## src/inc/ecio_pkg.sv

```systemverilog
package ecio_pkg;
  // APB register byte offsets
  localparam logic [11:0] ECIO_CTRL_OFF   = 12'h000;
  localparam logic [11:0] ECIO_STAT_OFF   = 12'h004;
  localparam logic [11:0] ECIO_CMD_OFF    = 12'h008;
  localparam logic [11:0] ECIO_INPUT_OFF  = 12'h00C;
  // Control register fields
  localparam int CTRL_MODE_LSB  = 0;
  localparam int CTRL_POL_BIT   = 2;
  localparam int CTRL_TPOL_BIT  = 3;
  localparam int CTRL_REM_BIT   = 4;
  localparam int CTRL_AGC_BIT   = 5;
  localparam int CTRL_BUSY_BIT  = 6;
  localparam int CTRL_R100_BIT  = 7;
  localparam int CTRL_LIM_BIT   = 8;
  localparam int CTRL_FUNC_LSB  = 9;
  localparam int CTRL_SYNC_LSB  = 11;
  localparam int CTRL_TRIG_BIT  = 13;
  localparam int CTRL_WIDTH     = 14;
  // Reset values: mode disabled, negative polarities, 100 V range
  localparam logic [13:0] CTRL_RST = 14'h0080;
  // Tick period
  localparam int TICK_MS      = 10;
  localparam int CLK_MHZ      = 250;
  localparam int TICK_CYCLES  = TICK_MS * 1000 * CLK_MHZ;
  // Port modes
  typedef enum logic [1:0] {
    ECIO_MODE_DISABLED = 2'h0,
    ECIO_MODE_ENABLED  = 2'h1,
    ECIO_MODE_PERIPH   = 2'h2
  } ecio_mode_t;
  // Output functions
  localparam logic [1:0] FUNC_CONT = 2'h0;
  localparam logic [1:0] FUNC_SEQ  = 2'h1;
  localparam logic [1:0] FUNC_SIM  = 2'h2;
  // Control inputs, active falling edge
  typedef struct packed {
    logic peak_clear;
    logic recall;
    logic branch2;
    logic branch1;
    logic seq_hold;
    logic seq_stop;
    logic seq_start;
    logic out_on;
    logic out_off;
  } ecio_cmd_t;
  localparam int CMD_W = 9;
  // Status pins
  typedef struct packed {
    logic step_sync2;
    logic step_sync1;
    logic trigger;
    logic range;
    logic busy;
    logic agc_cal;
    logic limiter;
    logic protect;
    logic output_state;
  } ecio_stat_t;
endpackage

```

## src/logic/ecio_top.sv

```systemverilog
// The placing of the registers and register access over APB were left to the implementer.
`timescale 1ns/1ps
// Notes on behaviour
// - Overvoltage or overcurrent kills output and display
// - Power unit fault kills output and display
// - Control fault kills all, halts until power-off
// - Disabled mode ignores inputs, status still driven
// - Modes: disabled, enabled, peripheral control
// - Status outputs always driven
// - Sample inputs and update outputs each tick
// - Remote state ignores all control inputs
// - Falling edges switch output off or on
// - Sequence edges: start, stop, hold, branches
// - Start and stop also drive simulation
// - Two select bits pick memory; recall edge
// - Recall memory follows output function mode
// - Peak-clear edge resets held peak
// - Output and calibration state follow polarity
// - Protection line low active when negative
// - Busy line low busy when negative
// - Range line ignores polarity
// - One polarity inverts five status lines, trigger has its own; default negative
// - Step sync driven by sequence or simulation
module ecio_top #(
  parameter int TICK_CYC = ecio_pkg::TICK_CYCLES
) (
  // Clock and reset
  input  wire logic                 pclk,
  input  wire logic                 presetn,
  // APB slave
  input  wire logic                 psel,
  input  wire logic                 penable,
  input  wire logic                 pwrite,
  input  wire logic [11:0]          paddr,
  input  wire logic [31:0]          pwdata,
  input  wire logic [3:0]           pstrb,
  output logic      [31:0]          prdata,
  output logic                      pready,
  output logic                      pslverr,
  // Fault inputs
  input  wire logic                 fault_ovoc,
  input  wire logic                 fault_unit,
  input  wire logic                 fault_ctrl,
  // Control port pins
  input  wire ecio_pkg::ecio_cmd_t  cmd_in_n,
  input  wire logic [1:0]           mem_sel,
  output ecio_pkg::ecio_stat_t      stat_out,
  // Device actions
  output logic                      output_on,
  output logic                      display_on,
  output logic                      halted,
  output logic                      peripheral_control_mode,
  output logic [ecio_pkg::CMD_W-1:0] cmd_pulse,
  output logic [1:0]                recall_mem,
  output logic [1:0]                recall_func,
  output logic                      recall_compile
);
  import ecio_pkg::*;

  initial begin
    if (TICK_CYC < 2) $error("TICK_CYC too small");
    if (CMD_W != $bits(ecio_cmd_t)) $error("CMD_W does not match the command struct");
  end

  logic [CTRL_WIDTH-1:0] ctrl_q, ctrl_d;
  logic [31:0]           tick_cnt_q;
  logic                  tick;
  ecio_cmd_t             samp_q;
  ecio_cmd_t             fall;
  logic [CMD_W-1:0]      pulse_q;
  logic [1:0]            rmem_q;
  logic [1:0]            rfunc_q;
  logic                  rcomp_q;
  logic                  out_on_q;
  logic                  halt_q;
  logic                  disp_q;
  logic                  prot_q;
  ecio_stat_t            stat_q, stat_d;
  logic                  sw_on_q, sw_off_q;

  // APB decode; single-cycle answer, unmapped addresses error
  wire acc      = psel & penable;
  wire wr       = acc & pwrite;
  wire hit_ctrl = paddr == ECIO_CTRL_OFF;
  wire hit_stat = paddr == ECIO_STAT_OFF;
  wire hit_cmd  = paddr == ECIO_CMD_OFF;
  wire hit_in   = paddr == ECIO_INPUT_OFF;
  wire mapped   = hit_ctrl | hit_stat | hit_cmd | hit_in;
  assign pready  = 1'b1;
  assign pslverr = acc & ~mapped;

  wire [31:0] stat_word = {20'h0, halt_q, prot_q, out_on_q, disp_q, stat_q[7:0]};
  assign prdata = hit_ctrl ? {18'h0, ctrl_q} :
                  hit_stat ? stat_word :
                  hit_in   ? {21'h0, mem_sel, samp_q} : 32'h0;

  wire [31:0] wmask = {{8{pstrb[3]}}, {8{pstrb[2]}}, {8{pstrb[1]}}, {8{pstrb[0]}}};
  wire [31:0] wmerged = ({18'h0, ctrl_q} & ~wmask) | (pwdata & wmask);
  assign ctrl_d = (wr & hit_ctrl) ? wmerged[CTRL_WIDTH-1:0] : ctrl_q;

  always_ff @(posedge pclk or negedge presetn) begin
    if (!presetn) ctrl_q <= CTRL_RST;
    else ctrl_q <= ctrl_d;
  end

  // Software panel on/off requests, command register bit0 on, bit1 off
  wire sw_on  = wr & hit_cmd & pstrb[0] & pwdata[0];
  wire sw_off = wr & hit_cmd & pstrb[0] & pwdata[1];

  // Fixed sampling tick
  assign tick = tick_cnt_q == 32'(TICK_CYC - 1);
  always_ff @(posedge pclk or negedge presetn) begin
    if (!presetn) tick_cnt_q <= 32'h0;
    else tick_cnt_q <= tick ? 32'h0 : tick_cnt_q + 32'h1;
  end

  wire ecio_mode_t mode = ecio_mode_t'(ctrl_q[CTRL_MODE_LSB +: 2]);
  wire remote  = ctrl_q[CTRL_REM_BIT];
  // Peripheral mode and remote state both mask the control port
  wire inputs_live = (mode == ECIO_MODE_ENABLED) & ~remote & ~halt_q;
  assign peripheral_control_mode = mode == ECIO_MODE_PERIPH;

  // Inputs idle high (pulled up), so reset sample is all ones
  always_ff @(posedge pclk or negedge presetn) begin
    if (!presetn) samp_q <= ecio_cmd_t'('1);
    else if (tick) samp_q <= cmd_in_n;
  end
  assign fall = samp_q & ~cmd_in_n;

  wire [1:0] func = ctrl_q[CTRL_FUNC_LSB +: 2];
  wire seqlike = (func == FUNC_SEQ) | (func == FUNC_SIM);
  logic [CMD_W-1:0] pulse_d;
  always_comb begin
    pulse_d = '0;
    if (tick & inputs_live) begin
      pulse_d = fall;
      // Sequence commands only mean something in sequence or simulation
      if (!seqlike) pulse_d[6:2] = 5'h0;
      if (!(func == FUNC_SEQ)) pulse_d[6:5] = 2'h0;
    end
  end
  always_ff @(posedge pclk or negedge presetn) begin
    if (!presetn) pulse_q <= '0;
    else pulse_q <= pulse_d;
  end
  assign cmd_pulse = pulse_q;

  // Recall target sampled with the edge
  always_ff @(posedge pclk or negedge presetn) begin
    if (!presetn) begin
      rmem_q  <= 2'h0;
      rfunc_q <= 2'h0;
      rcomp_q <= 1'b0;
    end else if (pulse_d[7]) begin
      rmem_q  <= mem_sel;
      rfunc_q <= func;
      rcomp_q <= seqlike;
    end
  end
  assign recall_mem     = rmem_q;
  assign recall_func    = rfunc_q;
  assign recall_compile = rcomp_q;

  // Protection: any fault forces off; control fault latches halt
  wire any_fault = fault_ovoc | fault_unit | fault_ctrl;
  always_ff @(posedge pclk or negedge presetn) begin
    if (!presetn) begin
      out_on_q <= 1'b0;
      disp_q   <= 1'b1;
      halt_q   <= 1'b0;
      prot_q   <= 1'b0;
    end else begin
      if (fault_ctrl) halt_q <= 1'b1;
      prot_q <= any_fault | halt_q;
      if (any_fault | halt_q) begin
        out_on_q <= 1'b0;
        disp_q   <= 1'b0;
      end else if (pulse_d[0] | sw_off) out_on_q <= 1'b0;
      else if (pulse_d[1] | sw_on) out_on_q <= 1'b1;
    end
  end
  assign output_on  = out_on_q;
  assign display_on = disp_q;
  assign halted     = halt_q;

  // Status pins refreshed on the tick; polarity bit 0 means negative
  wire pol  = ctrl_q[CTRL_POL_BIT];
  wire tpol = ctrl_q[CTRL_TPOL_BIT];
  always_comb begin
    stat_d              = stat_q;
    stat_d.output_state = ~(out_on_q ^ pol);
    stat_d.agc_cal      = ~(ctrl_q[CTRL_AGC_BIT] ^ pol);
    stat_d.protect      = ~(prot_q ^ pol);
    stat_d.limiter      = ~(ctrl_q[CTRL_LIM_BIT] ^ pol);
    stat_d.busy         = ~(ctrl_q[CTRL_BUSY_BIT] ^ pol);
    stat_d.range        = ctrl_q[CTRL_R100_BIT];
    stat_d.step_sync1   = seqlike & ctrl_q[CTRL_SYNC_LSB];
    stat_d.step_sync2   = seqlike & ctrl_q[CTRL_SYNC_LSB+1];
    stat_d.trigger      = ~(ctrl_q[CTRL_TRIG_BIT] ^ tpol);
  end
  always_ff @(posedge pclk or negedge presetn) begin
    if (!presetn) stat_q <= ecio_stat_t'(9'h0FF);
    else if (tick) stat_q <= stat_d;
  end
  assign stat_out = stat_q;

  // Protection and command gating
  chk_halt_sticky: assert property (
    @(posedge pclk) disable iff (!presetn)
    halt_q |=> halt_q)
    else $error("halt cleared");
  chk_fault_kills_out: assert property (
    @(posedge pclk) disable iff (!presetn)
    any_fault |=> !out_on_q && !disp_q)
    else $error("output on during fault");
  chk_unit_fault_off: assert property (
    @(posedge pclk) disable iff (!presetn)
    fault_unit |=> !out_on_q)
    else $error("unit fault left output on");
  chk_no_cmd_gated: assert property (
    @(posedge pclk) disable iff (!presetn)
    !inputs_live |=> pulse_q == '0)
    else $error("command while gated");
  chk_remote_ignore: assert property (
    @(posedge pclk) disable iff (!presetn)
    remote |=> pulse_q == '0)
    else $error("command in remote");
  chk_pulse_on_tick: assert property (
    @(posedge pclk) disable iff (!presetn)
    (pulse_q != '0) |-> $past(tick))
    else $error("command off tick");
  chk_range_fixed: assert property (
    @(posedge pclk) disable iff (!presetn)
    $past(tick) |-> stat_out.range == $past(ctrl_q[CTRL_R100_BIT]))
    else $error("range wrong");
  chk_out_pol: assert property (
    @(posedge pclk) disable iff (!presetn)
    $past(tick) |-> stat_out.output_state == ~($past(out_on_q) ^ $past(pol)))
    else $error("output pol");
  chk_recall_sel: assert property (
    @(posedge pclk) disable iff (!presetn)
    pulse_d[7] |=> recall_mem == $past(mem_sel))
    else $error("recall select");

  // Bus side
  chk_pready_zero_wait: assert property (
    @(posedge pclk) disable iff (!presetn)
    psel |-> pready)
    else $error("wait state inserted");
  chk_slverr_unmapped: assert property (
    @(posedge pclk) disable iff (!presetn)
    (acc && !mapped) |-> pslverr)
    else $error("no error on unmapped access");
  chk_slverr_mapped: assert property (
    @(posedge pclk) disable iff (!presetn)
    (acc && mapped) |-> !pslverr)
    else $error("error on mapped access");
  chk_ctrl_write: assert property (
    @(posedge pclk) disable iff (!presetn)
    (wr && hit_ctrl && pstrb == 4'hF) |=> ctrl_q == $past(pwdata[CTRL_WIDTH-1:0]))
    else $error("control write lost");
  chk_ctrl_hold: assert property (
    @(posedge pclk) disable iff (!presetn)
    !(wr && hit_ctrl) |=> ctrl_q == $past(ctrl_q))
    else $error("control changed without write");
  // Sampling tick
  chk_tick_wrap: assert property (
    @(posedge pclk) disable iff (!presetn)
    tick |=> tick_cnt_q == 32'h0)
    else $error("tick counter did not wrap");
  chk_tick_count: assert property (
    @(posedge pclk) disable iff (!presetn)
    !tick |=> tick_cnt_q == $past(tick_cnt_q) + 32'h1)
    else $error("tick counter skipped");
  chk_tick_bound: assert property (
    @(posedge pclk) disable iff (!presetn)
    tick_cnt_q < 32'(TICK_CYC))
    else $error("tick counter out of range");
  chk_samp_hold: assert property (
    @(posedge pclk) disable iff (!presetn)
    !tick |=> samp_q == $past(samp_q))
    else $error("sample moved off tick");
  chk_samp_take: assert property (
    @(posedge pclk) disable iff (!presetn)
    tick |=> samp_q == $past(cmd_in_n))
    else $error("sample not taken on tick");
  chk_pulse_edge: assert property (
    @(posedge pclk) disable iff (!presetn)
    (pulse_q != '0) |-> (pulse_q & ~$past(fall)) == '0)
    else $error("command without falling edge");
  // Mode gating
  chk_periph_no_cmd: assert property (
    @(posedge pclk) disable iff (!presetn)
    (mode == ECIO_MODE_PERIPH) |=> pulse_q == '0)
    else $error("command in peripheral mode");
  chk_disabled_no_cmd: assert property (
    @(posedge pclk) disable iff (!presetn)
    (mode == ECIO_MODE_DISABLED) |=> pulse_q == '0)
    else $error("command in disabled mode");
  chk_halt_no_cmd: assert property (
    @(posedge pclk) disable iff (!presetn)
    halt_q |=> pulse_q == '0)
    else $error("command while halted");
  chk_branch_seq_only: assert property (
    @(posedge pclk) disable iff (!presetn)
    (func != FUNC_SEQ) |=> pulse_q[6:5] == 2'h0)
    else $error("branch outside sequence");
  chk_seq_needs_mode: assert property (
    @(posedge pclk) disable iff (!presetn)
    !seqlike |=> pulse_q[6:2] == 5'h0)
    else $error("sequence command in continuous");
  chk_periph_flag: assert property (
    @(posedge pclk) disable iff (!presetn)
    peripheral_control_mode == (mode == ECIO_MODE_PERIPH))
    else $error("peripheral flag wrong");
  chk_remote_live: assert property (
    @(posedge pclk) disable iff (!presetn)
    remote |-> !inputs_live)
    else $error("inputs live in remote");
  // Output switching
  chk_on_cmd: assert property (
    @(posedge pclk) disable iff (!presetn)
    (pulse_d[1] && !pulse_d[0] && !sw_off && !any_fault && !halt_q) |=> out_on_q)
    else $error("on command ignored");
  chk_off_cmd: assert property (
    @(posedge pclk) disable iff (!presetn)
    pulse_d[0] |=> !out_on_q)
    else $error("off command ignored");
  chk_halt_off: assert property (
    @(posedge pclk) disable iff (!presetn)
    halt_q |=> !out_on_q && !disp_q)
    else $error("output on while halted");
  chk_ctrl_fault_halts: assert property (
    @(posedge pclk) disable iff (!presetn)
    fault_ctrl |=> halt_q)
    else $error("control fault did not halt");
  chk_prot_set: assert property (
    @(posedge pclk) disable iff (!presetn)
    any_fault |=> prot_q)
    else $error("protection not flagged");
  chk_prot_clear: assert property (
    @(posedge pclk) disable iff (!presetn)
    (!any_fault && !halt_q) |=> !prot_q)
    else $error("protection flagged without fault");
  chk_disp_stays_off: assert property (
    @(posedge pclk) disable iff (!presetn)
    !disp_q |=> !disp_q)
    else $error("display came back");
  // Status pins
  chk_stat_hold: assert property (
    @(posedge pclk) disable iff (!presetn)
    !$past(tick) |-> stat_out == $past(stat_out))
    else $error("status moved off tick");
  chk_prot_pol: assert property (
    @(posedge pclk) disable iff (!presetn)
    $past(tick) |-> stat_out.protect == ~($past(prot_q) ^ $past(pol)))
    else $error("protection pol");
  chk_busy_pol: assert property (
    @(posedge pclk) disable iff (!presetn)
    $past(tick) |-> stat_out.busy == ~($past(ctrl_q[CTRL_BUSY_BIT]) ^ $past(pol)))
    else $error("busy pol");
  chk_agc_pol: assert property (
    @(posedge pclk) disable iff (!presetn)
    $past(tick) |-> stat_out.agc_cal == ~($past(ctrl_q[CTRL_AGC_BIT]) ^ $past(pol)))
    else $error("calibration pol");
  chk_lim_pol: assert property (
    @(posedge pclk) disable iff (!presetn)
    $past(tick) |-> stat_out.limiter == ~($past(ctrl_q[CTRL_LIM_BIT]) ^ $past(pol)))
    else $error("limiter pol");
  chk_sync_off: assert property (
    @(posedge pclk) disable iff (!presetn)
    ($past(tick) && !$past(seqlike)) |-> !stat_out.step_sync1 && !stat_out.step_sync2)
    else $error("step sync outside sequence");
  chk_sync_level: assert property (
    @(posedge pclk) disable iff (!presetn)
    ($past(tick) && $past(seqlike)) |->
      {stat_out.step_sync2, stat_out.step_sync1} == $past(ctrl_q[CTRL_SYNC_LSB +: 2]))
    else $error("step sync level");
  chk_trig_pol: assert property (
    @(posedge pclk) disable iff (!presetn)
    $past(tick) |-> stat_out.trigger == ~($past(ctrl_q[CTRL_TRIG_BIT]) ^ $past(tpol)))
    else $error("trigger pol");
  // Recall target
  chk_recall_func: assert property (
    @(posedge pclk) disable iff (!presetn)
    pulse_d[7] |=> recall_func == $past(func))
    else $error("recall function");
  chk_recall_comp: assert property (
    @(posedge pclk) disable iff (!presetn)
    pulse_d[7] |=> recall_compile == $past(seqlike))
    else $error("recall compile");
  chk_recall_hold: assert property (
    @(posedge pclk) disable iff (!presetn)
    !pulse_d[7] |=> recall_mem == $past(recall_mem))
    else $error("recall target moved");
endmodule

```

## config.mk

```make
export PLATFORM = sky130hd
export DESIGN_NAME = ecio_top
export DESIGN_NICKNAME = d
export VERILOG_FILES = /design/src/inc/ecio_pkg.sv /design/src/logic/ecio_top.sv
export SDC_FILE = /design/constraint.sdc
export NUM_CORES = 1
export LEC_CHECK = 0
export ABC_AREA = 0
export BUFFER_PORTS_ARGS = -buffer_cell sky130_fd_sc_hd__buf_2
export CAP_MARGIN = 20
export CORE_AREA = 2 2 121 123
export CTS_CLUSTER_SIZE = 25
export DETAILED_ROUTE_END_ITERATION = 8
export DIE_AREA = 0 0 123 125
export GPL_TIMING_DRIVEN = 1
export PLACE_DENSITY = 0.57
export SLEW_MARGIN = 20
export SYNTH_ARGS = -nofsm -noshare
export SYNTH_HDL_FRONTEND = slang
export SYNTH_SLANG_ARGS = --single-unit
```

## constraint.sdc

```tcl
create_clock -name pclk -period 7.28 [get_ports pclk]
set_input_delay 0.728 -clock pclk [delete_from_list [all_inputs] [get_ports pclk]]
set_output_delay 0.728 -clock pclk [all_outputs]
set_load 0.02 [all_outputs]
```

* Yosys cells after proc, flatten, opt, wreduce, memory -nomap -nowiden *
Index checks and enable logic that the tools add are counted.

storage, ports and cells
  register bits = 82
  latch bits = 0
  memory bits (writable) = 0
  memory bits (read-only) = 0
  input port bits = 67
  memories = 0

cells by class
  $add $sub $neg = 1
  multiply operators = 0
  divide/modulo/power cells = 0
  order comparisons = 0
  eq/ne operators = 8
  shift-type cells = 0
  mux-type cells = 10
  bitwise operators = 43
  reduce and logical (&&, ||, !) cells = 2

operators by type and width
  operator                                                                 number
  32-bit by 1-bit adder with 32-bit output, second input constant          1
  32-bit by 22-bit equality test with 1-bit output, second input constant  1
  32-bit two-way mux                                                       1
  14-bit bitwise AND                                                       2
  12-bit by 4-bit equality test with 1-bit output, second input constant   2
  14-bit two-way mux                                                       1
  14-bit inverter                                                          1
  14-bit bitwise OR                                                        1
  1-bit bitwise AND                                                        13
  12-bit by 3-bit equality test with 1-bit output, second input constant   1
  12-bit logical NOT                                                       1
  12-bit two-way mux                                                       1
  11-bit two-way mux                                                       1
  9-bit bitwise AND                                                        1
  9-bit two-way mux                                                        1
  1-bit inverter                                                           9
  9-bit inverter                                                           1
  1-bit bitwise OR                                                         9
  1-bit XOR                                                                6
  5-bit two-way mux                                                        1
  2-bit by 1-bit equality test with 1-bit output, second input constant    2
  2-bit equality test, second input constant                               2
  1-bit two-way mux                                                        3
  3-bit nonzero test                                                       1
  2-bit two-way mux                                                        1

* Logic depth before layout (Yosys ltp) *
Gate-level depths: netlist (run 1).

  depth in word-level cells = 9
  depth in mapped cells = 8

* Worst setup path before layout (run 1) *
Ideal clock, no wire load.

  path type = input -> output
  start = input port paddr[7]
  end = output port prdata[12]
  arrival time = 2.070 ns
  data required time = 6.552 ns
  slack = 4.482 ns
  cell stages on the path = 3
  path buffers = 0
  path through = nor4_1 > nand3_1 > nor4b_1

between the ends
  cells in the longest elaborated chain, start to end = 2

ends and longest elaborated chain
  item                RTL line        source
  from (decl)         ecio_top.sv:34  input wire logic [11:0] paddr,
  12-bit logical NOT  ecio_top.sv:84  wire hit_ctrl = paddr == ECIO_CTRL_OFF;
  14-bit two-way mux  ecio_top.sv:93  assign prdata = hit_ctrl ? {18'h0, ctrl_q} :
  to (decl)           ecio_top.sv:37  output logic [31:0] prdata,

Every way passes these cells.

* Worst setup path in the final report (run 1) *
  start = input port paddr[7]
  end = output port prdata[13]

The elaborated chain is that of the path after synthesis.

==> results of run 1 <==
[per-stage QoR]
stage	hold WS (ns)	std cells	utilization (%)	power, mW
finish	0.4199	650	35.10	0.9513
global route	0.4955	650	35.10	0.9873
CTS	0.4960	650	35.02	0.9612
detailed placement	0.4855	634	32.95	0.5060
global placement	0.4801	634	32.90	0.5050
floorplan	0.4324	399	-	0.4892
[final timing paths]
path	end	cells past startpoint
min in group pclk	stat_out[4]	2
max	prdata[13]	5
min	tick_cnt_q[27]	1
max in group asynchronous	cmd_pulse[6]	1
min reg2reg	stat_out[4]	2
max reg2reg	cmd_pulse[3]	5
[cell usage after synthesis, types with 4 or more instances]
cell      number
nor4b_1        4
o21ai_0       12
inv_1          7
o21ai_1        7
mux2_2        38
dfrtp_1       63
nor4_1        17
xor2_1        11
buf_4         19
nand2b_1       6
nand2_1        8
a22oi_1       11
nand4_1       22
nor2b_1        5
nand3_1       18
dfstp_2       19
nor2_1        25
nor3_1         9
xnor2_1       22
and4_1         5
clkbuf_1      11
or4_1          4
[cells by family (layout without fill, tap and decap cells)]
group	Yosys count	count (layout)	share of synthesized area, %
AOI/OAI and AO/OA	37	37	5.440
other	2	19	0.1804
xor gates and xnor gates	33	33	6.943
buffers and inverters	45	112	6.372
adders and majority gates	2	2	0.6010
muxes	40	40	10.76
DFF	82	82	49.86
and+or+nand+nor	141	141	19.84
[worst max-delay path: cells and delay by family]
kind	cells	cell delay, ns
buf+inv	2	0.33
simple gates	3	1.46
[area by class of cell]
| type | instances | area (um^2) | area share [%] |
|---|---|---|---|
| Multi-Input combinational cell | 272 | 1903 | 38.18 |
| Tap cell | 184 | 230.2 | 4.618 |
| Clock inverter | 7 | 70.07 | 1.406 |
| Clock buffer | 9 | 225.2 | 4.518 |
| Inverter | 7 | 26.28 | 0.5271 |
| Sequential cell | 82 | 2076 | 41.64 |
| Timing Repair Buffer | 89 | 454.2 | 9.111 |
[metal layers]
metal | global-route usage (%) | share of wire (%)
met4 | 6.083 | 2.2
met1 | 17.68 | 43
met2 | 23.14 | 49
met3 | 3.148 | 6.2
met5 | 0 | 0
[power breakdown]
part           total (mW)  switching, mW  internal, mW  leakage, nW
registers           0.456      0.0000651         0.456         1.05
clock network       0.454          0.189         0.265        0.145
logic              0.0411         0.0284        0.0127         1.05
[layout by cell type, fill, tap and decap left out, drive strengths merged, types with 2 or more instances in the layout]
cell type  netlist  final
xnor2           22     22
clkbuf          11      9
nor4            19     19
and4             5      5
nand3           18     18
o21ai           19     19
nand2            8      8
and3             3      3
mux2            38     38
buf             27     89
or2              2      2
nor2b            5      5
or4              4      4
nand3b           2      2
nand4           22     22
dfstp           19     19
nor3             9      9
nor2            25     25
and2             2      2
ha               2      2
nand2b           6      6
mux2i            2      2
conb             2     19
xor2            11     11
a21oi            3      3
or3              3      3
clkinv           0      5
dfrtp           63     63
inv              7      7
nor4b            5      5
a22oi           11     11
==> reports/metrics.cfg, run 1 <==
[sta]
skew_ns = 0.007694
finalCritPeriodShare_pct = 44.66
post-route-worst-setup-slack_ns = 4.028
relSlewSlack_pct = 37.31
finalSetupViolCount = 0
timing.fmax_mhz = 307.5
grt_setup_unrepaired = no
tns_ns = 0
worstMarginPinSlew_ns = 0.9331
final_hold_viol_count = 0
period_needed_ns = 3.252
final-max-slew-violation-count = 0

[route]
detail_route.vias_per_cell = 4.877
wire_per_inst_um = 16.14
drt_wirelength_um = 10490
first_iter_violations = 209
drtAntennaViolNets = 0
drc = 0
route.vias.total = 3170
detail_route.first_pass.iterations = 5

[critical_path]
cpPeakStageDelay_ns = 0.63
critical_path.endpoint_type = output pin
crit-reg2reg-launch = tick_cnt_q[0]
critical_path_arrival_ns = 2.52
cp_data_required_time_ns = 6.55
crit_path_cell_trace = buf_2 -> nor4_1 -> nand3_1 -> nor4b_1 -> buf_2
regToRegSetupSlack_ns = 4.46
startpoint_type_of_the_worst_setup_path = input port
timing.critical_path.slowest_stage_cell = nand3_1
critical_path_class = input port to output pin
timing.critical_path.mode_cell = buf_2
worst-path-max-fanout = 19
critical_path.startpoint = paddr[7]

[floorplan]
chipWidth_um = 123
dieHeight_um = 125
core_region_area_um2 = 14200
floorplan_die_area_um2 = 15380
rows = 44
io_pins = 128
initial_utilization_pct = 29.31

[cts]
clock_tree_root_buffer_cell = clkbuf_16
cts.sink_count = 82
post_cts_buffers = 0
clk_latency_ns = 0.35
count_of_instances_resized_after_the_clock_tree_is_built = 0
clk_pin_slew_worst_paths_ns = 0.06
postCtsHoldBufs = 0
clockBufferDepth = 2
htreeDepth = 3
tritoncts = yes
cts_buffers = 9

[power]
vdd_ir_drop_max_mv = 0.1163
power_per_cell_area_nw_per_um2 = 190.8
leakage_nw = 2.237

[logic_synthesis]
synthFlopType = dfrtp_1
synth_cells = 382
synth_edf_count = 0
netlist_top_cells_area = dfrtp_1 (38%), dfstp_2 (12%), mux2_2 (10%)
yosysTopAreaCell = dfrtp_1
yosys.area.top_type_share_pct = 37.87
post_synth_num_cell_types = 44
yosysSeqAreaShare_pct = 49.86
register_bit_count_reported_by_yosys = 82
synthesis.area_per_instance_um2 = 10.90
netlist_area_um2 = 4163
synth_async_sr_flop_share_pct = 100.0
yosys_warnings = 0

[global_route]
global_route.usage.total_pct = 14.09
antenna_found_initial = 0
grt_overflow = 0
first_global_vias = 3114
grt_max_degree = 83
grt_first_pass_wirelength_um = 16450

[place]
pre_cts_slack_ns = 3.997
dp_hpwl_um = 7598
portBuffers = 88
place.gp.congestion = 0.7723
postPlaceCellArea_um2 = 4679

[outcome]
outcome = finished, final reports clean

[run]
drv_cap = 0

[layout]
fin_area_um2 = 4985
num-nets-final = 530
share_of_final_layout_standard_cells_stronger_than_drive_strength_1_pct = 36.91
diodes_inserted = 0
count_of_fill_cells_added_during_filler_insertion = 1445
areaGrowthSynthToFinish_pct = 19.75

[hold_path]
hold_path_class = input port to asynchronous set/reset pin

Note: power is estimated with default switching activity, not from simulation.
==> run 2: changes to the inputs <==
==> constraint.sdc (replaced) <==
create_clock -name pclk -period 3.3 [get_ports pclk]
set_input_delay 0.33 -clock pclk [delete_from_list [all_inputs] [get_ports pclk]]
set_output_delay 0.33 -clock pclk [all_outputs]
set_load 0.02 [all_outputs]
==> reports/metrics.cfg, run 2 (synthesis results as in run 1) <==
[outcome]
outcome = finished, final reports clean

[floorplan]
floorplan_die_area_um2 = 15380  ; unchanged
initial_utilization_pct = 29.31  ; unchanged
io_pins = 128  ; unchanged
chipWidth_um = 123  ; unchanged
core_region_area_um2 = 14200  ; unchanged
rows = 44  ; unchanged
dieHeight_um = 125  ; unchanged

[power]
switchingPower_uw = 463.7  ; +110%
vdd_ir_drop_max_mv = 0.2112  ; +82%
leakage_nw = 2.255  ; +0.79%
power.combinational.fraction_pct = 4.5  ; +0.2 points
power.internal_mw = 1.566  ; +110%
pwr-share-seq_pct = 49.6  ; +1.6 points
power.clock.fraction_pct = 45.9  ; -1.8 points
power_per_cell_area_nw_per_um2 = 406.3  ; +110%
swShare_pct = 22.85  ; about the same

[critical_path]
critical_path_arrival_ns = 2.94  ; +0.42 ns
critical_path_class = flip-flop to flip-flop
cp_data_required_time_ns = 3.52  ; -3.03 ns
critical_path.endpoint_type = flip-flop
worst-path-max-fanout = 16  ; -3
startpoint_type_of_the_worst_setup_path = flip-flop

[run]
drv_cap = 0  ; unchanged

[route]
route.vias.total = 3244  ; +2.3%
detail_route.vias_per_cell = 4.945  ; +1.4%
wire_per_inst_um = 16.41  ; +1.6%
first_iter_violations = 315  ; +51%
drt_wirelength_um = 10760  ; +2.6%
drtAntennaViolNets = 0  ; unchanged
detail_route.first_pass.iterations = 4  ; -1
drc = 0  ; unchanged

[cts]
clockBufferDepth = 2  ; unchanged
cts.sink_count = 82  ; unchanged
postCtsHoldBufs = 0  ; unchanged
clock_tree_root_buffer_cell = clkbuf_16
cts_buffers = 9  ; unchanged
post_cts_buffers = 0  ; unchanged
tritoncts = yes
clk_latency_ns = 0.34  ; about the same
htreeDepth = 3  ; unchanged
count_of_instances_resized_after_the_clock_tree_is_built = 0  ; unchanged
clk_pin_slew_worst_paths_ns = 0.06  ; about the same

[global_route]
first_global_vias = 3219  ; +3.4%
antenna_found_initial = 0  ; unchanged
grt_max_degree = 83  ; unchanged
grt_first_pass_wirelength_um = 16910  ; +2.8%
global_route.usage.total_pct = 14.17  ; +0.084 points
grt_overflow = 0  ; unchanged

[place]
portBuffers = 88  ; unchanged
numPlacedInstances = 640  ; +0.95%
place.gp.congestion = 0.7547  ; -2.3%
dp_hpwl_um = 7719  ; +1.6%

[sta]
final-max-slew-violation-count = 0  ; unchanged
final_hold_viol_count = 0  ; unchanged
grt_setup_unrepaired = no
tns_ns = 0  ; unchanged
worstMarginPinSlew_ns = 0.9450  ; +0.01184 ns
timing.fmax_mhz = 368.1
finalSetupViolCount = 0  ; unchanged
period_needed_ns = 2.716
skew_ns = 0.009597  ; +0.001903 ns
finalCritPeriodShare_pct = 82.32
relSlewSlack_pct = 36.52  ; -0.80 points
hold_slack_ns = 0.02580  ; -0.3941 ns

[layout]
num-nets-final = 536  ; +1.1%
diodes_inserted = 0  ; unchanged
most-common-layout-cells = buf_2 (87), dfrtp_1 (63), mux2_2 (38)
layout_commonest_cell = buf_2
share_of_final_layout_standard_cells_stronger_than_drive_strength_1_pct = 36.86  ; -0.045 points
areaGrowthSynthToFinish_pct = 19.99
instances_no_fill = 656  ; +0.92%

[hold_path]
hold_path_class = input port to asynchronous set/reset pin

==> run 2: cell count changes in the layout (fill, tap and decap cells not counted) <==
cell / change
clkbuf_1: +2
clkbuf_8: +1
inv_6: +1
clkinv_2: -1
bufinv_16: -1
nor4_1: +2
buf_4: +6
clkinv_4: -2
nor4_2: -2
==> run 2: cell type report <==
type                            instances  area (um^2)
Tap cell                              184        230.2
Inverter                                7        26.28
Fill cell                            1434         9209
Clock inverter                          4        26.28
Sequential cell                        82         2076
Timing Repair Buffer                   95        499.2
Multi-Input combinational cell        272         1891
Clock buffer                           12        246.5
==> run 2: final timing paths <==
path                                  end            from  depth (start not counted)  slack [ns]
min in group pclk            cmd_pulse[8]     cmd_in_n[8]                          2        0.16
max in group asynchronous   tick_cnt_q[1]         presetn                          1        2.74
min                        tick_cnt_q[28]         presetn                          1        0.03
max                          cmd_pulse[2]  tick_cnt_q[12]                          4        0.58
min reg2reg                   stat_out[4]     stat_out[4]                          2        0.49
max reg2reg                  cmd_pulse[2]  tick_cnt_q[12]                          4        0.58
==> run 2: metrics by stage <==
step / area (um^2) / util, % / setup slack (ns) / total power [mW]
floorplan: 4227 / - / 0.8826 / 1.079
global placement: 4718 / 33.22 / 0.6573 / 1.114
detailed placement: 4718 / 33.22 / 0.6075 / 1.116
CTS: 4991 / 35.14 / 0.5868 / 2.053
global route: 4995 / 35.17 / 0.4320 / 2.124
finish: 4995 / 35.17 / 0.5836 / 2.029
==> run 2: layer usage <==
| metal | GRT usage (%) | part of all wire, % | vias to the layer above |
|---|---|---|---|
| met5 | 0 | 0 | - |
| met4 | 4.412 | 1.6 | 0 |
| met3 | 2.965 | 6.0 | 11 |
| met2 | 23.11 | 48 | 107 |
| met1 | 18.80 | 44 | 1607 |
| li1 | - | - | 1519 |
==> run 2: worst max-delay path, stage by stage, from the launching register on <==
cell     delay [ns]
dfrtp_1        0.46
or4_1          0.56
or4_1          0.69
or2_1          0.52
nor4_1         0.37
==> run 2: power groups by stage <==
| stage | registers [mW] | logic (mW) | clock network (mW) |
|---|---|---|---|
| after floorplan | 1.02 | 0.0546 | 0 |
| after global placement | 1.02 | 0.0899 | 0 |
| after detailed placement | 1.02 | 0.0914 | 0 |
| after CTS | 1.01 | 0.0915 | 0.955 |
| after global routing | 1.01 | 0.101 | 1.02 |
| final | 1.01 | 0.0906 | 0.932 |
==> run 3: changes to the inputs <==
--- a/config.mk
+++ b/config.mk
@@ -13,7 +13,7 @@
 export DETAILED_ROUTE_END_ITERATION = 8
 export DIE_AREA = 0 0 123 125
 export GPL_TIMING_DRIVEN = 1
-export PLACE_DENSITY = 0.57
+export PLACE_DENSITY = 0.59
 export SLEW_MARGIN = 20
 export SYNTH_ARGS = -nofsm -noshare
 export SYNTH_HDL_FRONTEND = slang
==> constraint.sdc (replaced) <==
create_clock -name pclk -period 2.3 [get_ports pclk]
set_input_delay 0.23 -clock pclk [delete_from_list [all_inputs] [get_ports pclk]]
set_output_delay 0.23 -clock pclk [all_outputs]
set_load 0.02 [all_outputs]
==> reports/metrics.cfg, run 3 (synthesis results as in run 1) <==
[route]
route.vias.total = 3288  ; +1.4%
detail_route.first_pass.iterations = 4  ; unchanged
drc = 0  ; unchanged
wire_per_inst_um = 15.72  ; -4.2%
drtAntennaViolNets = 0  ; unchanged
first_iter_violations = 163  ; -48%
drt_wirelength_um = 10710  ; -0.50%
detail_route.vias_per_cell = 4.828  ; -2.4%

[critical_path]
timing.reg2reg.worst_path_depth = 5  ; +1
critical_path_arrival_ns = 2.41  ; -0.53 ns
crit_path_cell_trace = or4_1 -> or4_4 -> or2_4 -> buf_4 -> nor4_2
crit-reg2reg-launch = tick_cnt_q[6]
timing.critical_path.slowest_stage_cell = or4_4
cp_data_required_time_ns = 2.54  ; -0.98 ns
cpPeakStageDelay_ns = 0.55  ; -0.14 ns
crit-reg2reg-capture = cmd_pulse[6]
critical_path.endpoint_type = flip-flop
cpLargestDelayFamily = simple AND/OR/NAND/NOR gates
startpoint_type_of_the_worst_setup_path = flip-flop
critical_path.startpoint = tick_cnt_q[6]
worst-path-max-fanout = 8  ; -8
regToRegSetupSlack_ns = 0.13  ; -0.46 ns
worstPathBufferInverterCount = 1  ; +1
critical_path_class = flip-flop to flip-flop

[floorplan]
floorplan_die_area_um2 = 15380  ; unchanged
io_pins = 128  ; unchanged
initial_utilization_pct = 29.31  ; unchanged
chipWidth_um = 123  ; unchanged
rows = 44  ; unchanged
core_region_area_um2 = 14200  ; unchanged
dieHeight_um = 125  ; unchanged

[place]
portBuffers = 88  ; unchanged
pre_cts_slack_ns = 0.03549  ; -0.5720 ns
postPlaceCellArea_um2 = 4910  ; +4.1%
dp_hpwl_um = 8081  ; +4.7%
place.gp.congestion = 0.8816  ; +17%

[layout]
diodes_inserted = 0  ; unchanged
areaGrowthSynthToFinish_pct = 26.45
sequential_cell_area_um2 = 2076  ; unchanged
layout_commonest_cell = buf_2
count_of_fill_cells_added_during_filler_insertion = 1427  ; -0.49%
fin_area_um2 = 5264  ; +5.4%
final_util_pct = 37.06  ; +1.9 points
multi_input_comb_area_um2 = 1912  ; +1.1%
most-common-layout-cells = buf_2 (87), dfrtp_1 (63), mux2_2 (38)
num-nets-final = 561  ; +4.7%
share_of_final_layout_standard_cells_stronger_than_drive_strength_1_pct = 40.85  ; +4.0 points

[power]
pwr-share-seq_pct = 46.3  ; -3.3 points
swShare_pct = 20.81  ; -2.0 points
power.combinational.fraction_pct = 4.4  ; about the same
leakage_nw = 2.400  ; +6.4%
report.power.total_mw = 3.120  ; +54%
power_per_cell_area_nw_per_um2 = 592.8  ; +46%
power.clock.fraction_pct = 49.3  ; +3.4 points
vdd_ir_drop_max_mv = 0.3650  ; +73%
switchingPower_uw = 649.3  ; +40%
power.internal_mw = 2.471  ; +58%

[global_route]
grt_first_pass_wirelength_um = 17090  ; +1.1%
first_global_vias = 3274  ; +1.7%
antenna_found_initial = 0  ; unchanged
grt_overflow = 0  ; unchanged
global_route.usage.total_pct = 14.12  ; -0.050 points
grt_max_degree = 49  ; -41%

[hold_path]
hold_path_depth = 2
worst_hold_path.endpoint = cmd_pulse[8]
hold_path_class = input port to flip-flop
min_from = cmd_in_n[8]

[cts]
htreeDepth = 3  ; unchanged
tritoncts = yes
clk_pin_slew_worst_paths_ns = 0.06  ; about the same
clock_tree_root_buffer_cell = clkbuf_16
clk_latency_ns = 0.33  ; about the same
clockBufferDepth = 2  ; unchanged
cts.sink_count = 82  ; unchanged
cts_buffers = 9  ; unchanged

[sta]
finalCritPeriodShare_pct = 94.47  ; +12 points
timing.fmax_mhz = 460.2  ; +25%
final-max-slew-violation-count = 0  ; unchanged
final_hold_viol_count = 0  ; unchanged
skew_ns = 0.01042  ; +0.0008234 ns
tns_ns = 0  ; unchanged
post-route-worst-setup-slack_ns = 0.1272  ; -0.4564 ns
period_needed_ns = 2.173  ; -0.5436 ns
grt_setup_unrepaired = no
finalSetupViolCount = 0  ; unchanged

[run]
drv_cap = 0  ; unchanged

[outcome]
outcome = finished, final reports clean

[run 3: cell types whose count changed in the layout (fill, tap and decap cells not counted), sizes merged]
cell / delta
buf: +24
bufinv: +2
clkinv: -2
clkinvlp: +1
dlygate4sd3: +1
inv: -1
[run 3: worst max path at each step]
stage	end	cells after the start
6_report	cmd_pulse[6]	5
5_1_grt	cmd_pulse[6]	5
4_1_cts	cmd_pulse[6]	5
3_5_place_dp	cmd_pulse[6]	5
2_1_floorplan	cmd_pulse[5]	8
3_3_place_gp	cmd_pulse[5]	5
[run 3: metal layers]
layer | track usage (%) | vias to the layer above | part of all wire, %
met4 | 3.275 | 0 | 1.1
met3 | 3.148 | 11 | 5.3
met1 | 17.83 | 1611 | 45
met5 | 0 | - | 0
met2 | 24.44 | 96 | 49
li1 | - | 1570 | -
[run 3: power by group through the flow]
| stage | registers, mW | clock network, mW | logic, mW |
|---|---|---|---|
| after floorplan | 1.47 | 0 | 0.0784 |
| after global placement | 1.47 | 0 | 0.135 |
| after detailed placement | 1.47 | 0 | 0.138 |
| after CTS | 1.44 | 1.58 | 0.140 |
| after global routing | 1.44 | 1.64 | 0.152 |
| final | 1.44 | 1.54 | 0.137 |
[run 3: cell type report]
cell class / instances / share of cell area [%]
inverters: 7 / 0.4992
well taps: 184 / 4.374
repair buffers: 120 / 13.26
flip-flops and latches: 82 / 39.43
clock buffers: 12 / 4.683
multi-input cells: 272 / 36.32
clock inverters: 4 / 1.426
[run 3: per-stage QoR]
step / hold WS, ns / std cells
3_5_place_dp: 0.2213 / 663
4_1_cts: 0.07071 / 680
5_1_grt: 0.07849 / 681
2_1_floorplan: -0.06559 / 399
3_3_place_gp: 0.2094 / 663
6_report: 0.07820 / 681
[run 3: timing repair]
item / CTS / global route
hold endpoints to repair: 34 / 0
buffers inserted: 0 / 1
hold buffers: 1 / 0
resized for setup: 0 / 4
setup endpoints to repair: 0 / 17
